==> config.mk <==
export PLATFORM = sky130hd
export DESIGN_NAME = cst_decode_exec
export DESIGN_NICKNAME = d
export VERILOG_FILES = /design/src/hdl/cst_pkg.sv /design/src/hdl/cst_line_if.sv /design/src/hdl/cst_line_seq.sv /design/src/hdl/cst_eq_cmp.sv /design/src/hdl/cst_decode_exec.sv
export VERILOG_INCLUDE_DIRS = /design/src /design/src/hdl
export SDC_FILE = /design/constraint.sdc
export NUM_CORES = 1
export LEC_CHECK = 0
export BUFFER_PORTS_ARGS = -buffer_cell sky130_fd_sc_hd__buf_2
export CAP_MARGIN = 10
export CELL_PAD_IN_SITES_DETAIL_PLACEMENT = 0
export CELL_PAD_IN_SITES_GLOBAL_PLACEMENT = 1
export CORE_MARGIN = 1
export CORE_UTILIZATION = 41
export CTS_CLUSTER_SIZE = 25
export DETAILED_ROUTE_END_ITERATION = 10
export PLACE_DENSITY_LB_ADDON = 0.1
export SLEW_MARGIN = 20
export SYNTH_ARGS = -nofsm -noshare
export SYNTH_HDL_FRONTEND = slang
export SYNTH_SLANG_ARGS = --single-unit
==> constraint.sdc <==
create_clock -name i_clk -period 3.6 [get_ports i_clk]
set_input_delay 0.72 -clock i_clk [delete_from_list [all_inputs] [get_ports i_clk]]
set_output_delay 0.72 -clock i_clk [all_outputs]
set_load 0.02 [all_outputs]
==> src/hdl/cst_regs.svh <==
`ifndef CST_REGS_SVH
`define CST_REGS_SVH
// instruction field positions and encodings
`define CST_OP_HI 31
`define CST_OP_LO 26
`define CST_RS_HI 25
`define CST_RS_LO 21
`define CST_RT_HI 20
`define CST_RT_LO 16
`define CST_FN_HI 5
`define CST_FN_LO 0
`define CST_OP_SPECIAL 6'h00
`define CST_OP_REGISTER_IMMEDIATE_OPCLASS 6'h01
`define CST_RT_SYNC_LINE 5'h1f
`define CST_RT_TRAP_EQ_IMM 5'h0c
`define CST_FN_SYSTEM_CALL_OP 6'h0c
`define CST_FN_TRAP_EQ_REG 6'h34
// exception cause codes
`define CST_EXC_NONE 5'h00
`define CST_EXC_LOAD_TLB 5'h02
`define CST_EXC_LOAD_ADDR 5'h04
`define CST_EXC_BUS_DATA 5'h07
`define CST_EXC_SYSTEM_CALL_OP 5'h08
`define CST_EXC_RESERVED 5'h0a
`define CST_EXC_TRAP 5'h0d
`define CST_EXC_CACHE_ERR 5'h1e
// kernel region boundary: top address bit set marks kernel space
`define CST_KSEG_BIT 31
`endif

==> src/hdl/cst_pkg.sv <==
package cst_pkg;
  typedef logic [31:0] cst_word_t;
  typedef logic [4:0] cst_cause_t;
  typedef enum logic [1:0] {CST_RESP_OK, CST_RESP_TLB_MISS, CST_RESP_CACHE_ERR,
    CST_RESP_BUS_ERR} cst_resp_e;
endpackage

==> src/hdl/cst_line_if.sv <==
`timescale 1ns/1ps
`default_nettype none
// line-sync request carried from the decoder to the line sequencer
interface cst_line_if;
  logic req;
  logic [31:0] addr;
  logic global_bcast;
  logic done;
  logic [4:0] cause;
  modport dec (output req, output addr, output global_bcast, input done, input cause);
  modport seq (input req, input addr, input global_bcast, output done, output cause);
endinterface
`default_nettype wire

==> src/hdl/cst_line_seq.sv <==
`timescale 1ns/1ps
`default_nettype none
`include "cst_regs.svh"
// issues one cache-line sync to the hierarchy and turns its response into a cause
module cst_line_seq
  import cst_pkg::*;
(
  input wire logic i_clk,
  input wire logic i_rst_n,
  cst_line_if.seq line,
  output logic o_mem_req,
  output logic [31:0] o_mem_addr,
  output logic o_mem_global,
  input wire logic i_mem_ack,
  input wire cst_pkg::cst_resp_e i_mem_resp
);
  import cst_pkg::*;
  logic busy_q;
  // -----------------------------------------------
  // request handshake towards the hierarchy
  // -----------------------------------------------
  always_ff @(posedge i_clk or negedge i_rst_n)
  begin
    if (!i_rst_n)
    begin
      busy_q <= 1'b0;
      o_mem_addr <= 32'h0;
      o_mem_global <= 1'b0;
    end
    else if (line.req && !busy_q)
    begin
      busy_q <= 1'b1;
      o_mem_addr <= line.addr;
      o_mem_global <= line.global_bcast;
    end
    else if (busy_q && i_mem_ack)
      busy_q <= 1'b0;
  end
  assign o_mem_req = busy_q;
  // -----------------------------------------------
  // response mapping
  // -----------------------------------------------
  // a store-type miss is never reported: the hierarchy's miss becomes load-type
  always_comb
  begin
    line.done = busy_q && i_mem_ack;
    unique case (i_mem_resp)
      CST_RESP_TLB_MISS: line.cause = `CST_EXC_LOAD_TLB;
      CST_RESP_CACHE_ERR: line.cause = `CST_EXC_CACHE_ERR;
      CST_RESP_BUS_ERR: line.cause = `CST_EXC_BUS_DATA;
      CST_RESP_OK: line.cause = `CST_EXC_NONE;
    endcase
  end
endmodule // cst_line_seq
`default_nettype wire

==> src/hdl/cst_eq_cmp.sv <==
`timescale 1ns/1ps
`default_nettype none
// equality of a source register with a register or a sign-extended immediate
module cst_eq_cmp
  import cst_pkg::*;
(
  input wire cst_pkg::cst_word_t i_a,
  input wire cst_pkg::cst_word_t i_b,
  input wire logic [15:0] i_imm,
  input wire logic i_use_imm,
  output logic o_equal
);
  import cst_pkg::*;
  function automatic cst_word_t sext16(input logic [15:0] v);
    sext16 = {{16{v[15]}}, v};
  endfunction
  // signed equality is plain bit equality once the immediate is extended
  assign o_equal = i_use_imm ? (i_a == sext16(i_imm)) : (i_a == i_b);
endmodule // cst_eq_cmp
`default_nettype wire

==> src/hdl/cst_decode_exec.sv <==
`timescale 1ns/1ps
`default_nettype none
`include "cst_regs.svh"
module cst_decode_exec
  import cst_pkg::*;
#(
  parameter bit HAS_LINE_SYNC = 1'b1,
  parameter bit KSEG_ADDR_FAULT = 1'b0,
  parameter bit WATCH_ON_SYNC = 1'b0,
  parameter bit ICACHE_HW_COHERENT = 1'b0
)
(
  input wire logic i_clk,
  input wire logic i_rst_n,
  input wire logic i_valid,
  input wire cst_pkg::cst_word_t i_instr,
  input wire cst_pkg::cst_word_t i_src_a,
  input wire cst_pkg::cst_word_t i_src_b,
  input wire logic i_user_mode,
  input wire logic i_coherent_attr,
  input wire logic i_watch_match,
  output logic o_ready,
  output logic o_done,
  output logic o_exc,
  output cst_pkg::cst_cause_t o_exc_cause,
  output cst_pkg::cst_word_t o_bad_addr,
  output logic o_watch_hit,
  output logic o_mem_req,
  output cst_pkg::cst_word_t o_mem_addr,
  output logic o_mem_global,
  input wire logic i_mem_ack,
  input wire cst_pkg::cst_resp_e i_mem_resp
);
  import cst_pkg::*;

  typedef enum logic [0:0] {CST_IDLE, CST_WAIT} cst_state_e;

  // -----------------------------------------------
  // field decode
  // -----------------------------------------------
  logic [5:0] op_w;
  logic [4:0] rt_w;
  logic [5:0] fn_w;
  logic is_register_immediate_opclass;
  logic is_line_sync;
  logic is_teq_imm;
  logic is_system_call_op;
  logic is_teq_reg;
  cst_word_t eff_addr;
  logic eq_w;
  logic kseg_fault;

  function automatic cst_word_t sext16(input logic [15:0] v);
    sext16 = {{16{v[15]}}, v};
  endfunction

  // opcode fields; code fields of system_call_op and register trap are never read
  assign op_w = i_instr[`CST_OP_HI:`CST_OP_LO];
  assign rt_w = i_instr[`CST_RT_HI:`CST_RT_LO];
  assign fn_w = i_instr[`CST_FN_HI:`CST_FN_LO];
  assign is_register_immediate_opclass = (op_w == `CST_OP_REGISTER_IMMEDIATE_OPCLASS);
  assign is_line_sync = is_register_immediate_opclass && (rt_w == `CST_RT_SYNC_LINE);
  assign is_teq_imm = is_register_immediate_opclass && (rt_w == `CST_RT_TRAP_EQ_IMM);
  assign is_system_call_op = (op_w == `CST_OP_SPECIAL) && (fn_w == `CST_FN_SYSTEM_CALL_OP);
  assign is_teq_reg = (op_w == `CST_OP_SPECIAL) && (fn_w == `CST_FN_TRAP_EQ_REG);

  // effective address: base plus sign-extended offset, wraps modulo 2^32
  assign eff_addr = i_src_a + sext16(i_instr[15:0]);

  // kernel-space fault only checked from user mode and only if enabled;
  // i_user_mode is not a privilege gate on the sync itself
  assign kseg_fault = KSEG_ADDR_FAULT && i_user_mode && eff_addr[`CST_KSEG_BIT];

  cst_eq_cmp u_cmp (
    .i_a(i_src_a),
    .i_b(i_src_b),
    .i_imm(i_instr[15:0]),
    .i_use_imm(is_teq_imm),
    .o_equal(eq_w)
  );

  // -----------------------------------------------
  // line sequencer
  // -----------------------------------------------
  cst_line_if line_bus ();
  cst_state_e state_q;
  logic issue_w;

  // the sync is issued only when this core's icache is not kept coherent by hardware;
  // the hierarchy acts on local and shared caches and skips locked lines
  assign issue_w = i_valid && o_ready && is_line_sync && HAS_LINE_SYNC && !kseg_fault
                   && !ICACHE_HW_COHERENT;
  assign line_bus.req = issue_w;
  assign line_bus.addr = eff_addr;
  // single flag covers every level, so levels can never disagree
  assign line_bus.global_bcast = i_coherent_attr;

  cst_line_seq u_seq (
    .i_clk(i_clk),
    .i_rst_n(i_rst_n),
    .line(line_bus.seq),
    .o_mem_req(o_mem_req),
    .o_mem_addr(o_mem_addr),
    .o_mem_global(o_mem_global),
    .i_mem_ack(i_mem_ack),
    .i_mem_resp(i_mem_resp)
  );

  // -----------------------------------------------
  // sequencing state
  // -----------------------------------------------
  always_ff @(posedge i_clk or negedge i_rst_n)
  begin
    if (!i_rst_n)
      state_q <= CST_IDLE;
    else
    begin
      unique case (state_q)
        CST_IDLE: if (issue_w) state_q <= CST_WAIT;
        CST_WAIT: if (line_bus.done) state_q <= CST_IDLE;
      endcase
    end
  end

  // ready is registered so that it comes straight from a flip-flop
  always_ff @(posedge i_clk or negedge i_rst_n)
  begin
    if (!i_rst_n)
      o_ready <= 1'b0;
    else
      o_ready <= (state_q == CST_IDLE) ? !issue_w : line_bus.done;
  end

  // -----------------------------------------------
  // completion and exception reporting
  // -----------------------------------------------
  // one-cycle pulses; no register writeback path exists in this block
  always_ff @(posedge i_clk or negedge i_rst_n)
  begin
    if (!i_rst_n)
    begin
      o_done <= 1'b0;
      o_exc <= 1'b0;
      o_exc_cause <= `CST_EXC_NONE;
      o_bad_addr <= 32'h0;
    end
    else
    begin
      o_done <= 1'b0;
      o_exc <= 1'b0;
      if (state_q == CST_WAIT)
      begin
        if (line_bus.done)
        begin
          o_done <= 1'b1;
          o_exc <= (line_bus.cause != `CST_EXC_NONE);
          o_exc_cause <= line_bus.cause;
          o_bad_addr <= o_mem_addr;
        end
      end
      else if (i_valid && o_ready)
      begin
        o_done <= 1'b1;
        if (is_system_call_op)
        begin
          o_exc <= 1'b1;
          o_exc_cause <= `CST_EXC_SYSTEM_CALL_OP;
        end
        else if (is_teq_reg || is_teq_imm)
        begin
          o_exc <= eq_w;
          o_exc_cause <= eq_w ? `CST_EXC_TRAP : `CST_EXC_NONE;
        end
        else if (is_line_sync && !HAS_LINE_SYNC)
        begin
          o_exc <= 1'b1;
          o_exc_cause <= `CST_EXC_RESERVED;
        end
        else if (is_line_sync && kseg_fault)
        begin
          o_exc <= 1'b1;
          o_exc_cause <= `CST_EXC_LOAD_ADDR;
          o_bad_addr <= eff_addr;
        end
        else
          o_exc_cause <= `CST_EXC_NONE;
        // hardware-coherent case: line sync completes here as a plain nop
        if (is_line_sync && HAS_LINE_SYNC && !kseg_fault && !ICACHE_HW_COHERENT)
          o_done <= 1'b0;
      end
    end
  end

  // data watch on a line-sync address is a build-time choice
  always_ff @(posedge i_clk or negedge i_rst_n)
  begin
    if (!i_rst_n)
      o_watch_hit <= 1'b0;
    else
      o_watch_hit <= WATCH_ON_SYNC && issue_w && i_watch_match;
  end

  // the caller must follow each line sync with a barrier and hazard jump,
  // and must not sync lines it is still executing from
endmodule // cst_decode_exec
`default_nettype wire

### After elaboration in Yosys (flattened, before gate mapping)

Index checks and enable logic that the tools add are counted.

* register bits: 75
* input port bits: 105
* output and inout bits: 75
* logic and storage cells: 63

* add/subtract/negate cells: 1
* equal/unequal tests: 11
* mux-type cells: 23
* bitwise gates (word level): 1
* reductions and logical operators: 18

Operator list (number)
* 32-bit equality test: 2
* 32-bit adder: 1
* 5-bit case mux with 4 select lines: 1
* 1-bit 2-to-1 mux: 15
* 5-bit 2-to-1 mux: 3
* 4-bit 2-to-1 mux: 3
* 1-bit logical AND: 8
* 6-bit by 1-bit equality test with 1-bit output, second input constant: 1
* 6-bit by 4-bit equality test with 1-bit output, second input constant: 1
* 6-bit equality test, second input constant: 1
* 6-bit zero test: 1
* 5-bit by 4-bit equality test with 1-bit output, second input constant: 1
* 5-bit equality test, second input constant: 1
* 5-bit nonzero test: 1
* 2-bit equality test, second input constant: 2
* 2-bit AND reduction: 2
* 2-bit nonzero test: 2
* 2-bit by 1-bit equality test with 1-bit output, second input constant: 1
* 1-bit zero test: 2
* 2-bit zero test: 1
* 2-bit != test, second input constant: 1
* 1-bit case mux with 2 select lines: 1
* 1-bit logical OR: 1
* 1-bit NOT: 1

### Longest topological paths before layout

* depth after elaboration: 8
* gate-level depth with buffers: 10
* gate-level depth less buffers: 10

### By module

A second synthesis with hierarchy kept.

* cell total of the unflattened synthesis: 550
* area total of the unflattened synthesis: 5600.4 sq um

Modules (own cells, without submodules)
* cst_decode_exec: times used 1, cells an instance 388, area each 3484.6 sq um, seq. area each 1026.0 sq um
* cst_line_seq: times used 1, cells an instance 80, area each 1430.1 sq um, seq. area each 850.8 sq um
* cst_eq_cmp: times used 1, cells an instance 82, area each 685.7 sq um, seq. area each 0.0 sq um

### Worst setup path before layout

OpenSTA, ideal clock, no wires.

* path kind: input -> register
* start: in i_instr[0]
* end: reg u_seq.o_mem_addr[28]
* setup time: 0.069 ns
* arrival time: 2.821 ns
* required time: 3.531 ns
* setup slack: 0.710 ns
* stages on the path: 10
* path buffers: 0
* cell sequence: ha_1 -> inv_1 -> fa_1 -> nor2b_1 -> o31a_1 -> a211oi_1 -> nor4_1 -> o41a_1 -> or3_1 -> nand3_1

* cells in the longest elaborated chain, start to end: 1

RTL lines
* from (decl): RTL line cst_decode_exec.sv:16 `input wire cst_pkg::cst_word_t i_instr,`
* 32-bit adder: RTL line cst_decode_exec.sv:68 `assign eff_addr = i_src_a + sext16(i_instr[15:0]);`
* to (signal assigned): RTL line cst_line_seq.sv:33 `o_mem_addr <= line.addr;`
* to (decl): RTL line cst_line_seq.sv:12 `output logic [31:0] o_mem_addr,`

Every way passes these cells.
A chain may end at the register's enable or synchronous reset.

### Worst setup path after layout

* start: in i_instr[0]
* end: reg u_seq.o_mem_addr[20]

Same word-level chain as after synthesis.

==> metrics <==
port bufs=171; fin nets=897; CTS buffer count=9; RSZ-0062 raised after global routing=no; Yosys reg bits=75; DR WL/cell=18.1 um; Root Buffer=clkbuf_16; clk slew on worst S/H paths=0.06 ns; TritonCTS clock tree=done; Core ar.=12700 um2; ANT cells=0; die area=13600 um2; first-pass GRT wire length=25.9 mm; Non-Filler Instances=937; Setup crit start kind=input port; pre-CTS setup slack=0.307 ns; I/O pin count=180; drt first pass iters=5; Reg2Reg Depth=7; Seq/Total Area, Yosys=34.9%; asr flop ratio synth=100%; achievable clock frequency=336 MHz; crit path kind=input port to flip-flop; clock buffer depth=2; Clock Skew=0.00637 ns; fin. max-slew vios=0; Ys Warns=0; routability cong.=0.936; Initial DRC Count=286; area grow syn2layout=26.6%; dpl cell area=6460 um2; cells after synthesis=585; Final Instance Area=6810 um2; CTS Sinks=75; r2r setup slk=1.92 ns; GRT Total Usage=25.9%; setup repair bufs after CTS=0; GR Overflow Total=0; run status=finished clean; Least-Margin Pin Slew=0.943 ns; CP Max Fanout=4; worst r2r src=u_seq.o_mem_req; HP Class=flip-flop to flip-flop; Inst Count DP=921; share of cells above drive strength 1=31.1%; peak supply drop=0.197 mV; Routed WL=17.0 mm; Final WS setup=0.626 ns; largest net degree at the start of global routing=76; Hold Vio Cnt, Final=0; Die H=117 um; HPWL after detailed placement=13.8 mm; vias in the first global route=4855; Final period util=82.6%; syn avg cell area=9.19 um2; most common flop cell mapped by yosys=dfrtp_1; worst relative slew slack=37.1%; Mapped Area=5380 um2; Final Setup Violations=0; Post-synth EDFFs=0; num rows=41; power per cell area=354 nW/um2; Finished Core Util=53.5%; chip width=117 um; Vias=5203; leading cell type in the layout, fill and taps excluded=buf_2; Crit Reg-Reg Endpoint=u_seq.o_mem_addr[30]; distinct cell type count of the synthesized netlist=72; filler instances=1238; Post-route DRC=0; Initial Util=42.3%; biggest regs=o_bad_addr: 32 flops, u_seq.o_mem_addr: 32 flops, o_exc_cause: 5 flops; Syn Nets=722; Routed Antenna Nets=0; CP Capture Type=flip-flop; Clock Latency Late Sink=0.34 ns; Leakage=3.44 nW; Critical Path Start=i_instr[0]; WP data arrival=3.20 ns; clock period minus worst slack=2.97 ns; crit path capture=u_seq.o_mem_addr[20]; post-route setup TNS=0 ns; PostCTS Resize Cnt=0; antenna violations before repair=0; Crit path required time=3.83 ns; # hold bufs at CTS=0; Max-Cap Viols=0; vias per cell=5.55; H-tree depth=3; most frequent cells in the layout=buf_2, dfrtp_1, nand2_1
==> metrics by stage <==
stage	total power [mW]	hold WS [ns]
5_1_grt	2.52	0.517
6_report	2.41	0.475
3_3_place_gp	1.38	0.453
2_1_floorplan	1.17	0.424
4_1_cts	2.43	0.476
3_5_place_dp	1.38	0.461
==> worst max-delay path, stage by stage <==
cell and delay (ns):
buf_2 0.15, ha_1 0.24, inv_1 0.08, fa_1 0.21, nor2b_1 0.07, o31a_1 0.26
a211oi_1 0.43, buf_4 0.21, nor3_1 0.05, nor2b_1 0.31, o21ai_0 0.16, a221o_1 0.32
==> how the worst min path moves through the flow <==
| stage | startpoint | end | slack [ns] | cells past startpoint |
|---|---|---|---|---|
| 6_report | u_seq.o_mem_global | u_seq.o_mem_global | 0.47 | 2 |
| 5_1_grt | o_bad_addr[28] | o_bad_addr[28] | 0.52 | 1 |
| 4_1_cts | u_seq.o_mem_global | u_seq.o_mem_global | 0.48 | 2 |
| 3_5_place_dp | u_seq.o_mem_global | u_seq.o_mem_global | 0.46 | 2 |
| 3_3_place_gp | u_seq.o_mem_global | u_seq.o_mem_global | 0.45 | 2 |
| 2_1_floorplan | i_rst_n | o_bad_addr[0] | 0.42 | 0 |
==> report_power, final <==
group	internal (mW)	total [mW]	switching, mW
registers	0.850	0.855	0.00462
clock network	0.680	1.04	0.360
logic	0.201	0.516	0.315
==> Yosys cell counts, types with 4 or more instances <==
master / n / area [um2]
dfrtp_1: 75 / 1880
nand2_1: 52 / 195
mux2_2: 33 / 372
inv_1: 32 / 120
ha_1: 31 / 388
a21oi_1: 30 / 150
nor2_1: 25 / 93.8
o21ai_1: 21 / 105
xor2_1: 20 / 175
nand3_1: 17 / 85.1
nor2b_1: 17 / 106
o21ai_0: 15 / 75.1
nor3_1: 13 / 65.1
nand2b_1: 12 / 75.1
xnor2_1: 12 / 105
clkbuf_1: 11 / 41.3
o21a_1: 11 / 82.6
o22ai_1: 11 / 68.8
nor4_1: 10 / 62.6
a21o_1: 9 / 67.6
mux2i_1: 9 / 90.1
or3_1: 8 / 50.1
a31oi_1: 7 / 43.8
nand4_1: 7 / 43.8
o31ai_1: 7 / 52.6
a2111oi_0: 5 / 43.8
a211oi_1: 5 / 37.5
o2111ai_1: 5 / 43.8
o21bai_1: 5 / 37.5
a221o_1: 4 / 40.0
and3_1: 4 / 25.0
o211ai_1: 4 / 30.0
==> cell type report <==
class                           count  area [um2]  area share, %
Multi-Input combinational cell    461        3310           48.6
Sequential cell                    75        1880           27.6
Timing Repair Buffer              181         946           13.9
Inverter                           32         120           1.76
Tap cell                          172         215           3.16
Clock inverter                      6         113           1.65
Clock buffer                       10         229           3.36
==> routing by layer <==
layer	share of wire [%]	global-route usage (%)	vias to the layer above
met2	44	39.3	186
met1	50	37.6	2459
met4	1.2	7.18	0
met5	0	0	-
met3	5.0	4.46	16
li1	-	-	2542
==> kinds of logic (layout without fill, tap and decap cells) <==
group / count (synthesis) / in the layout / share of synthesized area, %
xor gates and xnor gates: 32 / 32 / 5.21
muxes: 42 / 42 / 8.59
and+or+nand+nor: 187 / 187 / 18.7
AOI/OAI and AO/OA: 167 / 167 / 21.2
adders and majority gates: 32 / 32 / 7.59
DFF: 75 / 75 / 34.9
other: 1 / 1 / 0.0698
buffers and inverters: 49 / 229 / 3.65
Note: power is estimated with default switching activity, not from simulation.
